## src/cgr_regs.svh

```systemverilog
// register map constants for the low configuration bank
// assumes byte-wide serial register access with 12-bit addresses
`ifndef CGR_REGS_SVH
`define CGR_REGS_SVH
`define CGR_ADDR_W 12
`define CGR_A_PORTCFG 12'h000
`define CGR_A_PARTID 12'h003
`define CGR_A_READBACK 12'h004
`define CGR_A_VERLO 12'h005
`define CGR_A_VERHI 12'h006
`define CGR_A_PUMP 12'h010
`define CGR_A_REFLO 12'h011
`define CGR_A_REFHI 12'h012
`define CGR_RST_PORTCFG 8'h00
`define CGR_RST_READBACK 8'h00
`define CGR_RST_VER 8'h00
`define CGR_RST_PUMP 8'h7D
`define CGR_RST_REFLO 8'h01
`define CGR_RST_REFHI 6'h00
`define CGR_PART_IDENTIFIER_DEF 8'h5A
`define CGR_SOFTRST_MASK 8'h24
`define CGR_PORTCFG_KEEP 8'hC3
`define CGR_READBACK_BIT 0
`define CGR_REFHI_W 6
`define CGR_ZERO8 8'h00
`endif

```

## src/cgr_pkg.sv

```systemverilog
// types shared by the low configuration bank
// assumes cgr_regs.svh is included by users that need numbers
package cgr_pkg;
  typedef struct packed {
    logic [7:0] portCfg;
    logic readbackActive;
    logic [15:0] userVersion;
    logic [7:0] pumpCtrl;
    logic [13:0] refDivider;
  } cgr_bank_t;
  typedef struct packed {
    logic wrEn;
    logic rdEn;
    logic [11:0] addr;
    logic [7:0] wrData;
  } cgr_req_t;
endpackage

```

## src/cgr_config_regs.sv

```systemverilog
// file holds the top module of the low configuration register bank
// assumes the serial engine gives one-cycle write/read strobes
`include "cgr_regs.svh"
`timescale 1ns/1ps
`default_nettype none
module cgr_config_regs #(
  parameter logic [7:0] PART_IDENTIFIER = `CGR_PART_IDENTIFIER_DEF // arbitrary value
) (
  // clock and reset
  input wire logic clock,
  input wire logic sys_rst,
  // serial port request
  input wire cgr_pkg::cgr_req_t req,
  input wire logic ioUpdate,
  // read answer
  output logic [7:0] rdData,
  output logic rdValid,
  // active bank to the clock generator
  output cgr_pkg::cgr_bank_t active
);
  cgr_pkg::cgr_bank_t buffer;
  cgr_pkg::cgr_bank_t shownBank;
  cgr_pkg::cgr_bank_t defaults;
  logic selPortCfg, selPartId, selReadback, selVerLo, selVerHi;
  logic selPump, selRefLo, selRefHi;
  logic softRst;
  logic [7:0] readMux;

  cgr_decode uDecode (
    .addr(req.addr),
    .selPortCfg(selPortCfg),
    .selPartId(selPartId),
    .selReadback(selReadback),
    .selVerLo(selVerLo),
    .selVerHi(selVerHi),
    .selPump(selPump),
    .selRefLo(selRefLo),
    .selRefHi(selRefHi)
  );

  // reset image of the bank, one driver for the whole word
  assign defaults = '{
    portCfg: `CGR_RST_PORTCFG,
    readbackActive: 1'b0,
    userVersion: {`CGR_RST_VER, `CGR_RST_VER},
    pumpCtrl: `CGR_RST_PUMP,
    refDivider: {`CGR_RST_REFHI, `CGR_RST_REFLO}
  };

  // soft reset fires on a write setting either mirrored bit
  assign softRst = req.wrEn && selPortCfg &&
    ((req.wrData & `CGR_SOFTRST_MASK) != `CGR_ZERO8);

  // buffer bank: only mapped writes land, unused bits are dropped
  // a soft reset wins over the write that carries it, so the self-clearing
  // bits are never stored and always read back as zero
  always_ff @(posedge clock) begin
    if (sys_rst || softRst) begin
      buffer <= defaults;
    end else if (req.wrEn) begin
      if (selPortCfg) begin
        buffer.portCfg <= req.wrData & `CGR_PORTCFG_KEEP;
      end
      if (selReadback) begin
        buffer.readbackActive <= req.wrData[`CGR_READBACK_BIT];
      end
      if (selVerLo) begin
        buffer.userVersion[7:0] <= req.wrData;
      end
      if (selVerHi) begin
        buffer.userVersion[15:8] <= req.wrData;
      end
      if (selPump) begin
        buffer.pumpCtrl <= req.wrData;
      end
      if (selRefLo) begin
        buffer.refDivider[7:0] <= req.wrData;
      end
      if (selRefHi) begin
        buffer.refDivider[13:8] <= req.wrData[`CGR_REFHI_W-1:0];
      end
    end
  end

  // active bank follows the buffer only on an update strobe
  always_ff @(posedge clock) begin
    if (sys_rst || softRst) begin
      active <= defaults;
    end else if (ioUpdate) begin
      active <= buffer;
    end
  end

  // readback select itself is taken from the buffer so it acts at once
  assign shownBank = buffer.readbackActive ? active : buffer;
  assign readMux =
    selPortCfg ? shownBank.portCfg :
    selPartId ? PART_IDENTIFIER :
    selReadback ? {7'h00, buffer.readbackActive} :
    selVerLo ? shownBank.userVersion[7:0] :
    selVerHi ? shownBank.userVersion[15:8] :
    selPump ? shownBank.pumpCtrl :
    selRefLo ? shownBank.refDivider[7:0] :
    selRefHi ? {2'h0, shownBank.refDivider[13:8]} :
    `CGR_ZERO8;

  // registered read answer, one cycle after the strobe
  always_ff @(posedge clock) begin
    if (sys_rst) begin
      rdData <= `CGR_ZERO8;
      rdValid <= 1'b0;
    end else begin
      rdData <= req.rdEn ? readMux : `CGR_ZERO8;
      rdValid <= req.rdEn;
    end
  end

  // independent view of the map for the checks below, kept apart from the
  // decoder so that a decoding slip cannot hide itself
  logic hitWritable;
  logic hitMapped;
  assign hitWritable = (req.addr == `CGR_A_PORTCFG) ||
    (req.addr == `CGR_A_READBACK) ||
    (req.addr == `CGR_A_VERLO) ||
    (req.addr == `CGR_A_VERHI) ||
    (req.addr == `CGR_A_PUMP) ||
    (req.addr == `CGR_A_REFLO) ||
    (req.addr == `CGR_A_REFHI);
  assign hitMapped = hitWritable || (req.addr == `CGR_A_PARTID);

  // a write that misses every writable slot leaves the buffer untouched
  AST_UNMAPPED: assert property (
    @(posedge clock) disable iff (sys_rst)
    (req.wrEn && !hitWritable) |=> $stable(buffer))
    else $error("unmapped write changed buffer");

  // a read off the map answers with a zero byte
  AST_READ_UNMAPPED: assert property (
    @(posedge clock) disable iff (sys_rst)
    (req.rdEn && !hitMapped) |=> rdData == `CGR_ZERO8)
    else $error("unmapped read returned data");

  // port config bits that the map leaves unused never hold a one in either bank
  AST_UNUSED_BITS: assert property (
    @(posedge clock) disable iff (sys_rst)
    (buffer.portCfg & ~`CGR_PORTCFG_KEEP) == `CGR_ZERO8 &&
    (active.portCfg & ~`CGR_PORTCFG_KEEP) == `CGR_ZERO8)
    else $error("unused bits held state");

  // the upper divider byte keeps its six low bits and drops the rest
  AST_REFHI: assert property (
    @(posedge clock) disable iff (sys_rst)
    (req.wrEn && req.addr == `CGR_A_REFHI) |=>
      buffer.refDivider[13:8] == $past(req.wrData[`CGR_REFHI_W-1:0]))
    else $error("divider high byte not stored");

  // readback bit set: reads show the active bank
  AST_READ_ACTIVE: assert property (
    @(posedge clock) disable iff (sys_rst)
    (req.rdEn && req.addr == `CGR_A_VERLO && buffer.readbackActive) |=>
      rdData == $past(active.userVersion[7:0]))
    else $error("readback did not show active bank");

  // readback bit clear: reads show the buffer bank
  AST_READ_BUFFER: assert property (
    @(posedge clock) disable iff (sys_rst)
    (req.rdEn && req.addr == `CGR_A_VERLO && !buffer.readbackActive) |=>
      rdData == $past(buffer.userVersion[7:0]))
    else $error("readback did not show buffer bank");

  // the readback register itself shows its one stored bit
  AST_READBACK_BIT: assert property (
    @(posedge clock) disable iff (sys_rst)
    (req.rdEn && req.addr == `CGR_A_READBACK) |=>
      rdData == {7'h00, $past(buffer.readbackActive)})
    else $error("readback bit read wrong");

  // a hard reset leaves the divider at its start value of one
  AST_REFDIV: assert property (
    @(posedge clock)
    sys_rst |=> buffer.refDivider == {`CGR_RST_REFHI, `CGR_RST_REFLO})
    else $error("divider reset wrong");

  // the high half of the version word lands in its own byte
  AST_VERSION: assert property (
    @(posedge clock) disable iff (sys_rst)
    (req.wrEn && req.addr == `CGR_A_VERHI) |=>
      buffer.userVersion[15:8] == $past(req.wrData))
    else $error("version high byte not stored");

  // the low half of the version word lands in its own byte
  AST_VERSION_LO: assert property (
    @(posedge clock) disable iff (sys_rst)
    (req.wrEn && req.addr == `CGR_A_VERLO) |=>
      buffer.userVersion[7:0] == $past(req.wrData))
    else $error("version low byte not stored");

  // a soft reset restores both banks and its own bits read back as zero
  AST_SOFTRST: assert property (
    @(posedge clock) disable iff (sys_rst)
    (req.wrEn && req.addr == `CGR_A_PORTCFG &&
     (req.wrData & `CGR_SOFTRST_MASK) != `CGR_ZERO8) |=>
      buffer == defaults && active == defaults)
    else $error("soft reset did not restore");

  // an update strobe copies the whole buffer bank across
  AST_UPDATE: assert property (
    @(posedge clock) disable iff (sys_rst)
    (ioUpdate && !softRst) |=> active == $past(buffer))
    else $error("update did not copy");

  // without a strobe or a soft reset the active bank never moves
  AST_HOLD: assert property (
    @(posedge clock) disable iff (sys_rst)
    (!ioUpdate && !softRst) |=> $stable(active))
    else $error("active changed without update");
endmodule
`default_nettype wire

```

## src/cgr_decode.sv

```systemverilog
// address decoder for the low configuration bank
// assumes addresses come from the serial port engine
`include "cgr_regs.svh"
`timescale 1ns/1ps
`default_nettype none
module cgr_decode (
  // address in
  input wire logic [11:0] addr,
  // one-hot selects
  output logic selPortCfg,
  output logic selPartId,
  output logic selReadback,
  output logic selVerLo,
  output logic selVerHi,
  output logic selPump,
  output logic selRefLo,
  output logic selRefHi
);
  // unlisted, unused and reserved slots match nothing
  assign selPortCfg = (addr == `CGR_A_PORTCFG);
  assign selPartId = (addr == `CGR_A_PARTID);
  assign selReadback = (addr == `CGR_A_READBACK);
  assign selVerLo = (addr == `CGR_A_VERLO);
  assign selVerHi = (addr == `CGR_A_VERHI);
  assign selPump = (addr == `CGR_A_PUMP);
  assign selRefLo = (addr == `CGR_A_REFLO);
  assign selRefHi = (addr == `CGR_A_REFHI);
endmodule
`default_nettype wire

```

## config.mk

```make
export PLATFORM = sky130hd
export DESIGN_NAME = cgr_config_regs
export DESIGN_NICKNAME = d
export VERILOG_FILES = /design/src/cgr_pkg.sv /design/src/cgr_config_regs.sv /design/src/cgr_decode.sv
export VERILOG_INCLUDE_DIRS = /design/src
export SDC_FILE = /design/constraint.sdc
export NUM_CORES = 1
export LEC_CHECK = 0
export BUFFER_PORTS_ARGS = -buffer_cell sky130_fd_sc_hd__buf_2
export CORE_UTILIZATION = 25
export CTS_BUF_LIST = sky130_fd_sc_hd__clkbuf_4
export DETAILED_ROUTE_END_ITERATION = 16
export MAX_ROUTING_LAYER = met4
export SYNTH_ARGS = -nofsm -noshare
export SYNTH_HDL_FRONTEND = slang
export SYNTH_SLANG_ARGS = --single-unit
```

## constraint.sdc

```tcl
create_clock -name clock -period 2.3 [get_ports clock]
set_input_delay 0.345 -clock clock [delete_from_list [all_inputs] [get_ports clock]]
set_output_delay 0.345 -clock clock [all_outputs]
set_load 0.03 [all_outputs]
```

==> impl_results.md <==
* Status: complete, no violations
* Clock Path Buffers at 2
* Met3 wire len at 775 um
* Mux contribution to synthesized area at 27.0%
* YS warnings at 0
* Setup Skew at 0.00757 ns
* Routability cong. at 0.842
* Layout Cells excl Fill at 757
* Top Layer Used: met4
* Drt first-iter violations at 218
* Grt ovf at 0
* Setup TNS at 0 ns
* Row cnt at 48
* WL final at 12600 um
* Layout area overhead at 16.6%
* Final Critical Period at 1.87 ns
* Layout cells sized above 1 at 24.6%
* FF+latch count, synth at 95
* CP arrival at 2.24 ns
* Via count at 3523
* Synth top area share at 42.9%
* Number of global-route vias before repair at 3391
* Post_cts resized at 0
* Initial Util at 25.6%
* CTS Hold Buffers Added at 0
* Nets at 552
* Main combinational cell family by area after synthesis: multiplexers
* Clk Tree Root Cell: clkbuf_4
* Core area at 17300 sq um
* Area contributors post-synth: dfxtp_1, mux2i_1, nor2_1
* Dpl cells at 741
* Clock-pin slew on the worst setup and hold paths at 0.14 ns
* Vias per cell at 4.65
* Antenna viol nets, final at 0
* Part of the cycle the worst path needs at 81.4%
* Clock sinks at 95
* Pwr dens at 535 nW/um^2
* Worst setup EP type: register
* CTS buffer count at 9
* Hold WS at 0.173 ns
* Metal2 WL at 5650 um
* Max Cap Viol at 0
* Remaining DRCs at 0
* First-pass detailed-route iteration total at 5
* Routed length per instance at 16.7 um
* GRT Util Overall at 14.8%
* Port Buffers at 76
* Average size of a mapped cell at 9.63 sq um
* Peak Freq at 534 MHz
* Hold Path Class: primary input to register
* Largest net degree at the start of global routing at 44
* Detail Placement HPWL at 9290 um
* Die width at 135 um
* Critical path fanouts, max at 15
* Diodes inserted at 0
* Top Ports at 81
* Leak Pwr at 2.27 nW
* Die ar. at 18200 sq um
* Met1 WL at 5980 um
* Post-synth top area cell: dfxtp_1
* CP Class: register to register
* Final setup violation count at 0
* Clk_lat worst skew at 0.48 ns
* CTS tree: yes
* Initial antenna violation count at 0
* Die Y at 135 um
* XOR/XNOR share of the synthesized area at 0.198%
* Post-synth EDFFs at 0
* Hold Vio Cnt, Final at 0
* RSZ-0062 raised after global routing: no
* Worst EP required at 2.67 ns
* Mapped Cells at 460
* Setup bufs post-CTS at 0
* First-pass GRT wire length at 19500 um
* Sequential fraction of the synthesis area at 42.9%
* Slew headroom at 40.9%
* Synth Area in Compound Gates at 7.94%
* Worst VDD drop at 0.255 mV
* Ys async rst share at 0%
* Startpoint types: register
* Synth Area in Adders at 0%
* Unique masters post-synth at 50
* Fillcell total at 1867
* Mapped Area at 4430 sq um
* Synth Area in Simple Gates at 16.4%
* Final Slew Violations at 0
* Primary FF master, synth: dfxtp_1
* Area occupied by multi-input gates at 2290 sq um
* Reg area at 1900 sq um
* Worst-margin pin slew at 0.883 ns
* Max H-tree Level at 3
[Yosys cell counts, drive strengths merged, types with 2 or more instances]
cell type / count
o221ai: 3
and4: 2
a32oi: 3
nand2b: 6
a21oi: 7
and2: 2
a211oi: 4
and3: 2
a22oi: 3
clkbuf: 11
nand2: 37
mux4: 2
o21ai: 15
a221oi: 2
dfxtp: 95
mux2i: 107
a21boi: 3
or2: 4
o22ai: 2
mux2: 7
nand3: 11
nor2b: 3
nand4: 3
nor2: 79
buf: 28
nor4: 2
nor3: 2
o21a: 2
[cells in the final DEF, fill, tap and decap left out, drive strengths merged, types with 2 or more instances in the layout]
master  instances
and4            2
a21boi          3
clkbuf         11
a221oi          2
a21oi           7
mux2i         107
o221ai          3
a22oi           3
o22ai           2
clkinv          4
nand4           3
nor2b           3
nor3            2
nor4            2
or2             4
and3            2
buf            92
a211oi          4
a32oi           3
dfxtp          95
nor2           79
o21a            2
mux4            2
mux2            7
nand3          11
o21ai          15
nand2          37
conb            4
and2            2
nand2b          6
[per-stage QoR]
| stage | power, mW | setup slack, ns | util [%] | instance area [sq um] |
|---|---|---|---|---|
| 3_5_place_dp | 1.90 | 0.200 | 29.1 | 5030 |
| 2_1_floorplan | 1.81 | 0.671 | - | 4440 |
| 3_3_place_gp | 1.90 | 0.206 | 29.1 | 5030 |
| 5_1_grt | 2.88 | 0.261 | 29.9 | 5160 |
| 4_1_cts | 2.78 | 0.424 | 29.9 | 5160 |
| 6_report | 2.76 | 0.428 | 29.9 | 5160 |
[final cells by class]
cell class,instances,share of cell area (%)
Clock buffer,11,1.60
Clock inverter,5,0.945
Inverter,1,0.0727
Multi-Input combinational cell,328,44.4
Sequential cell,95,36.8
Tap cell,225,5.45
Timing Repair Buffer,92,10.7
[kinds of logic (layout without fill, tap and decap cells)]
logic type | Yosys count | count (layout)
muxes | 116 | 116
AOI/OAI and AO/OA | 50 | 50
other | 1 | 4
buffers and inverters | 40 | 109
and+or+nand+nor | 157 | 157
DFF | 95 | 95
xor gates and xnor gates | 1 | 1
[power by group]
part	total [mW]	switching (mW)	internal [mW]
Clock	0.903	0.555	0.347
Combinational	0.213	0.140	0.0726
Sequential	1.65	0.000298	1.65
[worst paths after layout]
path	startpoint	endpoint	slack [ns]	depth (start not counted)
hold reg to reg	buffer[21]	buffer[21]	0.48	2
hold / removal	req[7]	buffer[21]	0.17	3
setup reg to reg	buffer[38]	rdData[2]	0.43	5
setup / recovery	buffer[38]	rdData[2]	0.43	5
[sequential cells by signal (all words and copies together) (netlist names)]
| register | cells |
|---|---|
| buffer | 43 |
| rdValid | 1 |
| active | 43 |
| rdData | 8 |
[worst max-delay path: stages, from the launching register on]
cell,delay (ns)
dfxtp_2,0.57
buf_4,0.34
mux2i_1,0.34
a22oi_1,0.13
a32oi_1,0.29
a211oi_1,0.08
[per-layer routing]
metal  track usage [%]  vias to the layer above
met5                 -                        -
met4              3.62                        0
met3              4.13                       16
met2              22.1                      109
met1              19.6                     1667
li1                  -                     1731
(Power assumes the default switching activity.)
